===== src/dtp_defines.vh =====
`ifndef DTP_DEFINES_VH
`define DTP_DEFINES_VH
// tap state codes, 1149.1 walk
`define DTP_TS_RESET     4'h0
`define DTP_TS_IDLE      4'h1
`define DTP_TS_SEL_DR    4'h2
`define DTP_TS_CAP_DR    4'h3
`define DTP_TS_SHIFT_DR  4'h4
`define DTP_TS_EXIT1_DR  4'h5
`define DTP_TS_PAUSE_DR  4'h6
`define DTP_TS_EXIT2_DR  4'h7
`define DTP_TS_UPD_DR    4'h8
`define DTP_TS_SEL_IR    4'h9
`define DTP_TS_CAP_IR    4'hA
`define DTP_TS_SHIFT_IR  4'hB
`define DTP_TS_EXIT1_IR  4'hC
`define DTP_TS_PAUSE_IR  4'hD
`define DTP_TS_EXIT2_IR  4'hE
`define DTP_TS_UPD_IR    4'hF
// instructions
`define DTP_IR_SCAN_N    4'h2
`define DTP_IR_INTEST    4'hC
`define DTP_IR_IDENT     4'hE
`define DTP_IR_BYPASS    4'hF
`define DTP_IR_CAPTURE   4'h1
// coprocessor handshake encodings
`define DTP_HS_ABSENT    2'h2
`define DTP_HS_WAIT      2'h0
`define DTP_HS_GO        2'h1
`define DTP_HS_LAST      2'h3
// transfer size encodings
`define DTP_SZ_BYTE      2'h0
`define DTP_SZ_HALF      2'h1
`define DTP_SZ_WORD      2'h2
// debug control register bits
`define DTP_DCR_RQ_BIT   1
`define DTP_DCR_WIDTH    3
`define DTP_DCR_RESET    3'h0
// scan chain holding debug control
`define DTP_CHAIN_DCR    5'h02
`define DTP_CHAIN_RESET  5'h00
`endif


===== src/dtp_debug_trace_port.v =====
`include "dtp_defines.vh"
module dtp_debug_trace_port #(
  parameter IR_W    = 4,
  parameter CHAIN_W = 5,
  parameter ID_W    = 32
) (
  // clock, reset, enable
  input  wire               sys_clk,
  input  wire               reset,
  input  wire               clkEnable,
  input  wire               debug_reset_n,
  // debug inputs
  input  wire               debug_feature_enable,
  input  wire               external_debug_request,
  input  wire               data_watchpoint_in,
  input  wire               instr_breakpoint_in,
  input  wire [1:0]         external_break_condition,
  // core status
  input  wire               coreRxFull,
  input  wire               coreTxEmpty,
  input  wire               coreDataReqEnd,
  input  wire               coreFetchEnd,
  input  wire               coreExecAdvance,
  input  wire               coreExecPassed,
  input  wire               coreDebugExit,
  input  wire [1:0]         coreWatchHit,
  // tap
  input  wire               test_clock_qualifier,
  input  wire               test_mode_select,
  input  wire               test_serial_in,
  input  wire               ext_chain_serial_in,
  input  wire [ID_W-1:0]    tap_ident_value,
  // core trace sources
  input  wire               trace_port_enable,
  input  wire [1:0]         coreHsDecode,
  input  wire [1:0]         coreHsExecute,
  input  wire [1:0]         coreDataSize,
  input  wire               coreMultiple,
  input  wire               coreDataReq,
  input  wire               coreWriteNext,
  input  wire               coreSeqNext,
  input  wire               coreCpFirstMem,
  input  wire               corePrevAbort,
  // debug outputs
  output reg                comms_rx_full,
  output reg                comms_tx_empty,
  output reg                debug_acknowledge,
  output reg                instr_executed,
  output reg  [1:0]         watch_match_out,
  output reg                internal_debug_request,
  output reg                debugHalt,
  // tap outputs
  output reg  [IR_W-1:0]    tap_instr_reg_out,
  output reg  [3:0]         tap_state_out,
  output reg  [CHAIN_W-1:0] selected_chain_id,
  output reg                test_serial_out,
  output reg                test_out_enable_n,
  output reg                ext_chain_serial_out,
  // trace outputs
  output reg  [1:0]         trace_cp_handshake_decode,
  output reg  [1:0]         trace_cp_handshake_execute,
  output reg  [1:0]         trace_data_size,
  output reg                trace_data_more,
  output reg                trace_data_request,
  output reg                trace_data_write_not_read,
  output reg                trace_data_sequential,
  output reg                trace_cp_late_cancel
);

  // a synchronised level moves only once stages two and three agree
  function settle;
    input [2:0] s;
    input       cur;
    begin
      settle = (s[1] == s[2]) ? s[2] : cur;
    end
  endfunction

  // debug reset and pin inputs through three stages; change counts when 2 and 3 agree
  reg  [2:0] rstSync;
  reg        dbgRst;
  reg  [2:0] rqSync;
  reg        rqClean;
  reg  [2:0] enSync;
  reg        enClean;
  wire       dbgOn = enClean & ~dbgRst;

  always @(posedge sys_clk or posedge reset) begin
    if (reset) begin
      rstSync <= 3'h0;
      dbgRst  <= 1'b1;
      rqSync  <= 3'h0;
      rqClean <= 1'b0;
      enSync  <= 3'h0;
      enClean <= 1'b0;
    end else if (clkEnable) begin
      rstSync <= {rstSync[1:0], debug_reset_n};
      dbgRst  <= ~settle(rstSync, ~dbgRst);
      rqSync  <= {rqSync[1:0], external_debug_request};
      rqClean <= settle(rqSync, rqClean);
      enSync  <= {enSync[1:0], debug_feature_enable};
      enClean <= settle(enSync, enClean);
    end
  end

  // tap state machine
  reg [3:0]         tapState;
  reg [3:0]         next_tapState;
  reg [IR_W-1:0]    irShift;
  reg [ID_W-1:0]    drShift;
  reg [CHAIN_W-1:0] chainShift;
  // control bit one gates the external request into the core
  reg [`DTP_DCR_WIDTH-1:0] dbgCtrl;
  // qualifier only enables flops, the tap never runs on a clock of its own
  wire tck = test_clock_qualifier & dbgOn;

  // unknown codes fall back to test logic reset
  always @* begin
    next_tapState = tapState;
    case (tapState)
      `DTP_TS_RESET:    next_tapState = test_mode_select ? `DTP_TS_RESET : `DTP_TS_IDLE;
      `DTP_TS_IDLE:     next_tapState = test_mode_select ? `DTP_TS_SEL_DR : `DTP_TS_IDLE;
      `DTP_TS_SEL_DR:   next_tapState = test_mode_select ? `DTP_TS_SEL_IR : `DTP_TS_CAP_DR;
      `DTP_TS_CAP_DR:   next_tapState = test_mode_select ? `DTP_TS_EXIT1_DR : `DTP_TS_SHIFT_DR;
      `DTP_TS_SHIFT_DR: next_tapState = test_mode_select ? `DTP_TS_EXIT1_DR : `DTP_TS_SHIFT_DR;
      `DTP_TS_EXIT1_DR: next_tapState = test_mode_select ? `DTP_TS_UPD_DR : `DTP_TS_PAUSE_DR;
      `DTP_TS_PAUSE_DR: next_tapState = test_mode_select ? `DTP_TS_EXIT2_DR : `DTP_TS_PAUSE_DR;
      `DTP_TS_EXIT2_DR: next_tapState = test_mode_select ? `DTP_TS_UPD_DR : `DTP_TS_SHIFT_DR;
      `DTP_TS_UPD_DR:   next_tapState = test_mode_select ? `DTP_TS_SEL_DR : `DTP_TS_IDLE;
      `DTP_TS_SEL_IR:   next_tapState = test_mode_select ? `DTP_TS_RESET : `DTP_TS_CAP_IR;
      `DTP_TS_CAP_IR:   next_tapState = test_mode_select ? `DTP_TS_EXIT1_IR : `DTP_TS_SHIFT_IR;
      `DTP_TS_SHIFT_IR: next_tapState = test_mode_select ? `DTP_TS_EXIT1_IR : `DTP_TS_SHIFT_IR;
      `DTP_TS_EXIT1_IR: next_tapState = test_mode_select ? `DTP_TS_UPD_IR : `DTP_TS_PAUSE_IR;
      `DTP_TS_PAUSE_IR: next_tapState = test_mode_select ? `DTP_TS_EXIT2_IR : `DTP_TS_PAUSE_IR;
      `DTP_TS_EXIT2_IR: next_tapState = test_mode_select ? `DTP_TS_UPD_IR : `DTP_TS_SHIFT_IR;
      `DTP_TS_UPD_IR:   next_tapState = test_mode_select ? `DTP_TS_SEL_DR : `DTP_TS_IDLE;
      default:          next_tapState = `DTP_TS_RESET;
    endcase
  end

  wire irIdent = (tap_instr_reg_out == `DTP_IR_IDENT);
  wire irScanN = (tap_instr_reg_out == `DTP_IR_SCAN_N);
  wire irTest  = (tap_instr_reg_out == `DTP_IR_INTEST);
  // external chain reached when an intest selects a chain other than debug control
  wire useExt  = irTest & (selected_chain_id != `DTP_CHAIN_DCR);
  wire useDcr  = irTest & (selected_chain_id == `DTP_CHAIN_DCR);

  // shift states are the only ones presenting serial data
  function shiftState;
    input [3:0] s;
    begin
      shiftState = (s == `DTP_TS_SHIFT_DR) | (s == `DTP_TS_SHIFT_IR);
    end
  endfunction

  // chain return is tied low when absent, so the mux needs no guard
  reg next_serialOut;
  always @* begin
    next_serialOut = chainShift[0];
    if (tapState == `DTP_TS_SHIFT_IR)
      next_serialOut = irShift[0];
    else if (useExt)
      next_serialOut = ext_chain_serial_in;
    else if (irIdent | useDcr)
      next_serialOut = drShift[0];
  end

  always @(posedge sys_clk or posedge reset) begin
    if (reset) begin
      tapState          <= `DTP_TS_RESET;
      irShift           <= {IR_W{1'b0}};
      drShift           <= {ID_W{1'b0}};
      chainShift        <= {CHAIN_W{1'b0}};
      tap_instr_reg_out <= `DTP_IR_IDENT;
      selected_chain_id <= `DTP_CHAIN_RESET;
      dbgCtrl           <= `DTP_DCR_RESET;
    end else if (clkEnable) begin
      // debug reset puts tap, instruction and chain back to their reset values
      if (dbgRst) begin
        tapState          <= `DTP_TS_RESET;
        tap_instr_reg_out <= `DTP_IR_IDENT;
        selected_chain_id <= `DTP_CHAIN_RESET;
        dbgCtrl           <= `DTP_DCR_RESET;
      end else if (tck) begin
        tapState <= next_tapState;
        case (tapState)
          `DTP_TS_RESET: tap_instr_reg_out <= `DTP_IR_IDENT;
          `DTP_TS_CAP_IR: irShift <= `DTP_IR_CAPTURE;
          `DTP_TS_SHIFT_IR: irShift <= {test_serial_in, irShift[IR_W-1:1]};
          `DTP_TS_UPD_IR: tap_instr_reg_out <= irShift;
          // chains other than ident and debug control capture zeros
          `DTP_TS_CAP_DR: begin
            if (irIdent)
              drShift <= tap_ident_value;
            else if (useDcr)
              drShift <= {{(ID_W-`DTP_DCR_WIDTH){1'b0}}, dbgCtrl};
            else
              drShift <= {ID_W{1'b0}};
            chainShift <= selected_chain_id;
          end
          `DTP_TS_SHIFT_DR: begin
            drShift    <= {test_serial_in, drShift[ID_W-1:1]};
            chainShift <= {test_serial_in, chainShift[CHAIN_W-1:1]};
          end
          `DTP_TS_UPD_DR: begin
            if (irScanN)
              selected_chain_id <= chainShift;
            if (useDcr)
              dbgCtrl <= drShift[ID_W-1 -: `DTP_DCR_WIDTH];
          end
          default: ;
        endcase
      end
    end
  end

  // debug state
  reg inDebug;
  reg bkptPending;
  // watch and breakpoint inputs are same-clock, so they skip the synchroniser
  wire watchHit = dbgOn & data_watchpoint_in & coreDataReqEnd;
  wire bkptHit  = dbgOn & bkptPending & coreExecAdvance;
  wire rqHit    = dbgOn & rqClean & dbgCtrl[`DTP_DCR_RQ_BIT];
  wire debugEntry = watchHit | bkptHit | rqHit;
  // external break condition is accepted but no comparator here reads it

  always @(posedge sys_clk or posedge reset) begin
    if (reset) begin
      inDebug     <= 1'b0;
      bkptPending <= 1'b0;
    end else if (clkEnable) begin
      // debug enable low leaves debug at once instead of waiting for an exit
      if (dbgRst | ~enClean) begin
        inDebug     <= 1'b0;
        bkptPending <= 1'b0;
      end else begin
        // a newer fetch replaces the flag, so only the instruction reaching execute counts
        if (coreFetchEnd)
          bkptPending <= instr_breakpoint_in;
        else if (coreExecAdvance)
          bkptPending <= 1'b0;
        // entry wins over a simultaneous exit
        if (debugEntry)
          inDebug <= 1'b1;
        else if (coreDebugExit)
          inDebug <= 1'b0;
      end
    end
  end

  // debug outputs, quiet during debug reset
  always @(posedge sys_clk or posedge reset) begin
    if (reset) begin
      comms_rx_full          <= 1'b0;
      comms_tx_empty         <= 1'b0;
      debug_acknowledge      <= 1'b0;
      instr_executed         <= 1'b0;
      watch_match_out        <= 2'h0;
      internal_debug_request <= 1'b0;
      debugHalt              <= 1'b0;
      tap_state_out          <= `DTP_TS_RESET;
      test_serial_out        <= 1'b0;
      test_out_enable_n      <= 1'b1;
      ext_chain_serial_out   <= 1'b0;
    end else if (clkEnable) begin
      if (dbgRst) begin
        comms_rx_full          <= 1'b0;
        comms_tx_empty         <= 1'b0;
        debug_acknowledge      <= 1'b0;
        instr_executed         <= 1'b0;
        watch_match_out        <= 2'h0;
        internal_debug_request <= 1'b0;
        debugHalt              <= 1'b0;
        tap_state_out          <= `DTP_TS_RESET;
        test_serial_out        <= 1'b0;
        test_out_enable_n      <= 1'b1;
        ext_chain_serial_out   <= 1'b0;
      end else begin
        comms_rx_full          <= dbgOn & coreRxFull;
        comms_tx_empty         <= dbgOn & coreTxEmpty;
        debug_acknowledge      <= inDebug;
        instr_executed         <= coreExecPassed;
        watch_match_out        <= dbgOn ? coreWatchHit : 2'h0;
        internal_debug_request <= rqHit;
        debugHalt              <= debugEntry | inDebug;
        // state is reported one cycle late, aligned with the serial output
        tap_state_out          <= tapState;
        test_serial_out        <= next_serialOut;
        test_out_enable_n      <= ~shiftState(tapState);
        ext_chain_serial_out   <= test_serial_in;
      end
    end
  end

  // trace stage: inputs already carry the handshake and size encodings
  // outputs hold while trace is disabled, keeping the last sample
  always @(posedge sys_clk or posedge reset) begin
    if (reset) begin
      trace_cp_handshake_decode  <= `DTP_HS_ABSENT;
      trace_cp_handshake_execute <= `DTP_HS_ABSENT;
      trace_data_size            <= `DTP_SZ_BYTE;
      trace_data_more            <= 1'b0;
      trace_data_request         <= 1'b0;
      trace_data_write_not_read  <= 1'b0;
      trace_data_sequential      <= 1'b0;
      trace_cp_late_cancel       <= 1'b0;
    end else if (clkEnable & trace_port_enable) begin
      trace_cp_handshake_decode  <= coreHsDecode;
      trace_cp_handshake_execute <= coreHsExecute;
      trace_data_size            <= coreDataSize;
      trace_data_more            <= coreMultiple & coreDataReq;
      trace_data_request         <= coreDataReq;
      trace_data_write_not_read  <= coreWriteNext;
      trace_data_sequential      <= coreSeqNext;
      trace_cp_late_cancel       <= coreCpFirstMem & corePrevAbort;
    end
  end

endmodule // dtp_debug_trace_port


===== config.mk =====
export PLATFORM = sky130hd
export DESIGN_NAME = dtp_debug_trace_port
export DESIGN_NICKNAME = d
export VERILOG_FILES = /design/src/dtp_debug_trace_port.v
export VERILOG_INCLUDE_DIRS = /design/src
export SDC_FILE = /design/constraint.sdc
export NUM_CORES = 1
export LEC_CHECK = 0
export ABC_AREA = 1
export ABC_CLOCK_PERIOD_IN_PS = 9600
export BUFFER_PORTS_ARGS = -buffer_cell sky130_fd_sc_hd__buf_2
export CORE_AREA = 2 2 99 101
export CTS_CLUSTER_SIZE = 24
export DETAILED_ROUTE_END_ITERATION = 16
export DIE_AREA = 0 0 101 103
export GPL_ROUTABILITY_DRIVEN = 0
export PLACE_DENSITY = 0.7
export SYNTH_ARGS = -nofsm -noshare
export SYNTH_HDL_FRONTEND = slang
export SYNTH_SLANG_ARGS = --single-unit

===== constraint.sdc =====
create_clock -name sys_clk -period 9.6 [get_ports sys_clk]
set_input_delay 2.88 -clock sys_clk [delete_from_list [all_inputs] [get_ports sys_clk]]
set_output_delay 2.88 -clock sys_clk [all_outputs]
set_load 0.05 [all_outputs]

# Word-level counts from Yosys, hierarchy flattened
# Index checks and enable logic that the tools add are counted.
# classes
eq_ne	23
muxes	53
bitwise	25
n_reduce_logical	23
# ops
op	count
one-hot mux 32 bit (2 select lines)	1
one-hot mux 4 bit (12 select lines)	1
equality test 4 bit (second input constant)	10
2-to-1 mux 4 bit	9
2-to-1 mux 32 bit	1
2-to-1 mux 1 bit	22
2-to-1 mux 3 bit	7
2-to-1 mux 5 bit	4
equality test 4 x 3 -> 1 bit (second input constant)	4
one-hot mux 4 bit (2 select lines)	2
AND reduction 4 bit	4
bitwise AND 1 bit	15
equality test 4 x 2 -> 1 bit (second input constant)	3
nonzero test 2 bit	6
2-to-1 mux 2 bit	5
one-hot mux 5 bit (2 select lines)	1
AND reduction 2 bit	5
nonzero test 3 bit	3
OR 1 bit	6
equality test 5 x 2 -> 1 bit (second input constant)	1
!= test 5 x 2 -> 1 bit (second input constant)	1
equality test 4 x 1 -> 1 bit (second input constant)	1
zero test 4 bit	1
inverter 1 bit	4
4 further kinds	7
# word_totals
ff_bits	97
inputBits	68
out_inout_bits	35
elab_cells	158

# Depth between registers and ports, before layout
# Gate-level depths: netlist of run 1.
# logic_depth
word_depth	8
mapped_depth	10
depth_no_buf	10

# Worst setup path after synthesis of run 1
# Ideal clock, no wire load.
# synth_path
path_kind	input-to-reg
from	input port clkEnable
to	register drShift[3]
setup_time_ns	0.123
arrival_ns	3.706
t_required_ns	9.477
setup_slack_ns	5.771
stages	8
path_buffers	1
cell_sequence	inv_2 -> nor2_2 -> nand3_2 -> inv_2 -> nand2_4 -> buf_4 -> a21oi_1 -> a21oi_2
# synth_between
elab_chain_len	1
# synth_rtl
item	line_no	text
start: declaration	dtp_debug_trace_port.v:10	input wire clkEnable,
AND reduction 4 bit (no source line)	n/a	
end signal: assignment	dtp_debug_trace_port.v:172	drShift <= {ID_W{1'b0}};
end signal: assignment	dtp_debug_trace_port.v:194	drShift <= tap_ident_value;
end signal: assignment	dtp_debug_trace_port.v:196	drShift <= {{(ID_W-`DTP_DCR_WIDTH){1'b0}}, dbgCtrl};
end: declaration	dtp_debug_trace_port.v:110	reg [ID_W-1:0] drShift;
# No other way between the ends.
# A chain may end at the register's enable or synchronous reset.

# Worst setup path after layout of run 1
# layout_path
from	input port clkEnable
to	register chainShift[3]
# layout_between
elab_chain_len	1
# layout_rtl
item	line_no	text
AND reduction 4 bit (no source line)	n/a	
end signal: assignment	dtp_debug_trace_port.v:173	chainShift <= {CHAIN_W{1'b0}};
end signal: assignment	dtp_debug_trace_port.v:199	chainShift <= selected_chain_id;
end signal: assignment	dtp_debug_trace_port.v:203	chainShift <= {test_serial_in, chainShift[CHAIN_W-1:1]};
end: declaration	dtp_debug_trace_port.v:111	reg [CHAIN_W-1:0] chainShift;
# No other way between the ends.

==> flow_summary.ini, run 1 <==
[run_status]
status = finished, final reports clean

[cts]
htree_levels = 3
post_cts_buffers = 0
clk_pin_slew_worst_paths_ns = 0.09
numCtsBuffers = 9
cts_buffer_depth = 2
postCtsHoldBufs = 0
cts_sinks = 97
clkLatencyLatePin_ns = 0.38
cts-resized-gates = 0
cts_tree = built
cts_root_buf = clkbuf_8

[synth]
synth_seq_area_share = 0.530
yosysMostFrequentCell = nand2_1
post-synth-top-area-fraction = 0.490
ys_types = 38
yosysTopAreaCell = dfrtp_1
yosys-mux-area-fraction = 0
yosys.area_share.adder = 0
syn-num-nets = 611
syn_area_mm2 = 0.00460
synth_compound_area_frac = 0.178
synth_top_family_by_area = simple AND/OR/NAND/NOR gates
ys_warn_count = 0
ys_seq_elements = 97
async_reset_ff_frac = 1.00
synth_area_leaders = dfrtp_1 (49%), nand2_1 (9.8%), a21oi_1 (7.3%)
synthSimpleGateAreaFrac = 0.222
synthCells = 543
synth_top_cells_by_count = nand2_1 (120), dfrtp_1 (90), a21oi_1 (67)
syn_area_per_cell_um2 = 8.47
synth-edff-count = 0
synthFlopType = dfrtp_1
synth_xor_area_frac = 0

[global_routing]
antenna_found_initial = 0
grt_pass1_vias = 3652
grt_pass1_wl_um = 17000
busiest_layer = met2
grt_usage = 0.208
met1_usage = 0.288
grt_use_met2 = 0.325
met3_usage = 0.0414
grt_start_max_net_pins = 64
grt_overflow = 0

[sta]
fin_crit_sh = 0.518
setup_viol = 0
worstMarginPinSlew_ns = 0.907
setup_ws_ns = 4.63
finalCriticalPeriod_ns = 4.97
fin_worst_skew_ns = 0.00782
max-slew-margin-rel = 0.395
rsz0062_at_grt = no
hold_violations = 0
max_freq_mhz = 201
maxSlewViolCount = 0
fin_setup_tns_ns = 0
whs_ns = 0.476

[floorplanning]
initial_core_util = 0.486
rows = 36
die_w_um = 101
die-area_mm2 = 0.0104
core_mm2 = 0.00946
io_pins = 103
die_h_um = 103

[setup_path]
cp_slowest_cell = nor2_2
cp.buffers_inverters = 4
cp_data_arrival_time_ns = 5.27
path_common_cell = inv_2
end_kind = flip-flop
worst_setup_path_start_kind = input port
critical-path-max-stage-delay_ns = 0.51
crit_chain = buf_2 -> inv_2 -> nor2_2 -> nand3_2 -> inv_2 -> nand2_4 -> inv_4 -> o211ai_1 -> o21ai_1
r2r_cells = 7
regToRegEndpoint = chainShift[3]$_DFFE_PP0P_
critical_path_class = in -> reg
crit_family = buffers and inverters
required_ns = 9.89
cp_max_fo = 40
reg2reg_slack_ns = 7.16

[routing]
drt_iter0_markers = 248
vias_per_cell = 5.33
finalWirelength_um = 10300
wl_per_cell_um = 13.7
first_pass_iters = 5
postRouteAntennaNets = 0
drc = 0
vias = 3978

[worst_hold_path]
hp-class = reg -> reg
hold_path_depth = 2
worstHoldStart = trace_cp_handshake_decode[1]$_DFFE_PP1P_
hold_end = trace_cp_handshake_decode[1]$_DFFE_PP1P_

[place]
numPortBuffers = 100
place_hpwl_um = 6980
pre_cts_ws_ns = 4.23

[layout]
multiInputGateArea_mm2 = 0.00184
drive_gt1_frac = 0.245
area_delta_synth_final_pct = 14.4
num-fill-cells = 888
diodes = 0
layout.nets = 696
seqCellArea_mm2 = 0.00244
postLayoutCoreUtil = 0.556

[power_and_ir_drop]
power_density_mw_per_mm2 = 186
p_clk_frac = 0.249
switching_power_w = 0.000366
combPwrFrac = 0.259
power.leakage_nw = 2.69
peakVddDrop_mv = 0.0887
swShare = 0.374
seq_power_share = 0.491
p_int_w = 0.000613

[job]
cap_violations = 0
[cell type report]
type / instances / area share
Clock buffer: 12 / 0.0276
Clock inverter: 4 / 0.00547
Inverter: 41 / 0.0302
Multi-Input combinational cell: 378 / 0.350
Sequential cell: 97 / 0.463
Tap cell: 114 / 0.0271
Timing Repair Buffer: 101 / 0.0966
[layer usage]
layer / part of all wire / vias up
met2: 0.45 / 123
met5: 0 / -
met4: 0.019 / 0
li1: - / 1979
met3: 0.056 / 14
met1: 0.47 / 1862
[worst max-delay path by stage]
stage | to | cells past startpoint | start | slack [ns]
6_report | chainShift[3]$_DFFE_PP0P_ | 9 | clkEnable | 4.63
3_3_place_gp | chainShift[3]$_DFFE_PP0P_ | 9 | clkEnable | 4.27
3_5_place_dp | chainShift[3]$_DFFE_PP0P_ | 9 | clkEnable | 4.23
2_1_floorplan | bkptPending$_DFFE_PP0P_ | 1 | reset | 4.20
4_1_cts | chainShift[3]$_DFFE_PP0P_ | 9 | clkEnable | 4.62
5_1_grt | chainShift[3]$_DFFE_PP0P_ | 9 | clkEnable | 4.34
[worst register-to-register path, stage by stage (launching register included)]
cell and delay (ns):
dfstp_2 0.48, nor2_2 0.49, nand3_2 0.31, inv_2 0.17, nand2_4 0.22, inv_4 0.42
o211ai_1 0.15, o21ai_1 0.13
[cells by family (layout without fill, tap and decap cells)]
kind of cell           Yosys count  in the layout
AOI/OAI and AO/OA              141            141
buffers and inverters           68            158
DFF                             97             97
and+or+nand+nor                237            237
[cells in the final DEF (no fill, tap or decap), types with 7 or more instances in the layout]
cell type  netlist  routed
inv_2            9       9
nand2_1        120     120
inv_1           30      29
nand3_1         45      45
a21oi_2          7       7
o211ai_1         7       7
a21oi_1         67      67
dfstp_2          7       7
o21ai_1          8       8
nor2_1          52      52
buf_2            9     100
clkbuf_8         0      10
o21ai_0         35      35
dfrtp_1         90      90
[power by group through the flow]
stage               logic, W  registers, W  clock network, W
CTS                 0.000256      0.000482          0.000251
finish              0.000254      0.000481          0.000244
global placement    0.000253      0.000487                 0
global route        0.000278      0.000487          0.000269
detailed placement  0.000256      0.000489                 0
floorplan           0.000108      0.000567                 0
[sequential cells by signal, summed over array words and instances (netlist names), 3 cells and up, named ones only]
| register | count |
|---|---|
| enSync | 3 |
| tap_instr_reg_out | 4 |
| rstSync | 3 |
| tap_state_out | 4 |
| drShift | 32 |
| chainShift | 5 |
| tapState | 4 |
| selected_chain_id | 5 |
| irShift | 4 |
| dbgCtrl | 3 |
| rqSync | 3 |
[per-stage QoR]
stage	area, µm²	power, W	cells
after floorplan	4600	0.000674	543
after global placement	5090	0.000740	731
after detailed placement	5090	0.000745	731
after CTS	5260	0.000989	747
after global routing	5260	0.00103	747
final	5260	0.000979	747
No activity file was read; power rests on OpenSTA's default activity.
==> run 2: changes to the inputs <==
- ABC_CLOCK_PERIOD_IN_PS: 9600 -> 5200
- clock period: 9.6 -> 5.2 ns (I/O delays scaled with it)
==> run 2 against run 1 <==
Net effect: worst hold slack improved by 0.0037 ns; first-iteration DRC count fell by 18%; worst setup slack worse by 3.1 ns; sequential power grew 85%; clock-buffer cell count grew 2; register-to-register slack got worse by 4.4 ns; cell count did not move; clock power is 87% higher; critical endpoint unchanged; largest cell class unchanged; highest routed layer unchanged.
==> flow_summary.ini, run 2 (synthesis gave the netlist of run 1 again) <==
[routing]
drt_iter0_markers = 204
vias = 4038
finalWirelength_um = 10600
first_pass_iters = 5
drc = 0
postRouteAntennaNets = 0
wl_per_cell_um = 14.1
vias_per_cell = 5.41

[cts]
clk_pin_slew_worst_paths_ns = 0.09
cts_root_buf = clkbuf_8
clkLatencyLatePin_ns = 0.36
cts_tree = built
cts_buffer_depth = 2
post_cts_buffers = 0
cts-resized-gates = 0
postCtsHoldBufs = 0
numCtsBuffers = 9
cts_sinks = 97
htree_levels = 3

[layout]
largest-register = drShift
mostFrequentLayoutCells = nand2_1 (120), buf_2 (100), dfrtp_1 (90), a21oi_1 (67), nor2_1 (52)
area_delta_synth_final_pct = 14.4
reg_top3 = drShift: 32 flops, chainShift: 5 flops, selected_chain_id: 5 flops
postLayoutCoreUtil = 0.556
layout_commonest_cell = nand2_1
largest_reg_flops = 32
diodes = 0
layout.nets = 696
final_cells = 747
drive_gt1_frac = 0.243

[place]
dpl.cell_count = 731
numPortBuffers = 100
place_hpwl_um = 7190

[setup_path]
cp_slowest_cell = nor2_2
regToRegEndpoint = chainShift[3]$_DFFE_PP0P_
reg2reg_slack_ns = 2.77
crit_chain = buf_2 -> inv_2 -> nor2_2 -> nand3_2 -> inv_2 -> nand2_4 -> inv_4 -> o211ai_1 -> o21ai_1
end_kind = flip-flop
critical_path_class = in -> reg
critical-path-max-stage-delay_ns = 0.52
path_common_cell = inv_2
required_ns = 5.48
worst_setup_path_start_kind = input port
cp_data_arrival_time_ns = 3.95
cp_max_fo = 40
r2r_cells = 7

[sta]
finalCriticalPeriod_ns = 3.67
fin_setup_tns_ns = 0
worstMarginPinSlew_ns = 0.914
fin_crit_sh = 0.705
maxSlewViolCount = 0
setup_viol = 0
max_freq_mhz = 273
whs_ns = 0.479
hold_violations = 0
fin_worst_skew_ns = 0.0105
max-slew-margin-rel = 0.390
rsz0062_at_grt = no

[job]
cap_violations = 0

[worst_hold_path]
hold_end = rstSync[0]$_DFFE_PP0P_
hp-class = reg -> reg
worstHoldStart = rstSync[0]$_DFFE_PP0P_
hold_path_depth = 2

[global_routing]
grt_start_max_net_pins = 70
grt_pass1_wl_um = 17500
antenna_found_initial = 0
grt_overflow = 0
grt_usage = 0.212
grt_pass1_vias = 3800

[power_and_ir_drop]
peakVddDrop_mv = 0.167
power.leakage_nw = 2.69
power_density_mw_per_mm2 = 345

[run_status]
status = finished, final reports clean

[floorplanning]
rows = 36
die_h_um = 103
die-area_mm2 = 0.0104
core_mm2 = 0.00946
initial_core_util = 0.486
die_w_um = 101
io_pins = 103
-- run 2: power by group --
group / internal, W / switching (W) / leakage [nW]
clock: 0.000201 / 0.000256 / 0.0907
combinational: 0.000119 / 0.000351 / 1.34
sequential: 0.000826 / 0.0000638 / 1.26
-- run 2: final cells by class --
cell class	count	area [µm²]
clock buffer	14	163
clock inverter	2	13.8
fill	893	4200
inverter	41	159
multi-input combinational	378	1840
sequential	97	2440
tap	114	143
timing repair buffer	101	508
-- run 2: how the worst max path moves through the flow --
stage | start | depth (start not counted) | slack, ns | to
floorplan | reset | 1 | 1.12 | bkptPending$_DFFE_PP0P_
global placement | clkEnable | 9 | 1.20 | chainShift[3]$_DFFE_PP0P_
detailed placement | clkEnable | 9 | 1.16 | drShift[8]$_DFFE_PP0P_
CTS | clkEnable | 9 | 1.56 | drShift[8]$_DFFE_PP0P_
global route | clkEnable | 9 | 1.26 | chainShift[3]$_DFFE_PP0P_
finish | clkEnable | 9 | 1.53 | chainShift[3]$_DFFE_PP0P_
-- run 2: per-layer routing --
layer | routed length (µm) | vias up | global-route usage
met1 | 4730 | 1918 | 0.277
met2 | 5100 | 134 | 0.351
met5 | 0 | - | 0
li1 | - | 1974 | -
met3 | 587 | 12 | 0.0434
met4 | 134 | 0 | 0.0800
-- run 2: worst max-delay path: cells and delay by family --
kind / cells / cell delay, ns
AO/OA/AOI/OAI: 2 / 0.26
buffers and inverters: 4 / 1.04
AND/OR/NAND/NOR: 3 / 1.07
-- run 2: metrics by stage --
stage                     setup WS, ns  cell area [µm²]  total power [W]
after floorplan                   1.12             4600          0.00124
after detailed placement          1.16             5090          0.00138
final                             1.53             5260          0.00182
after global placement            1.20             5090          0.00137
after global routing              1.26             5260          0.00191
after CTS                         1.56             5260          0.00184
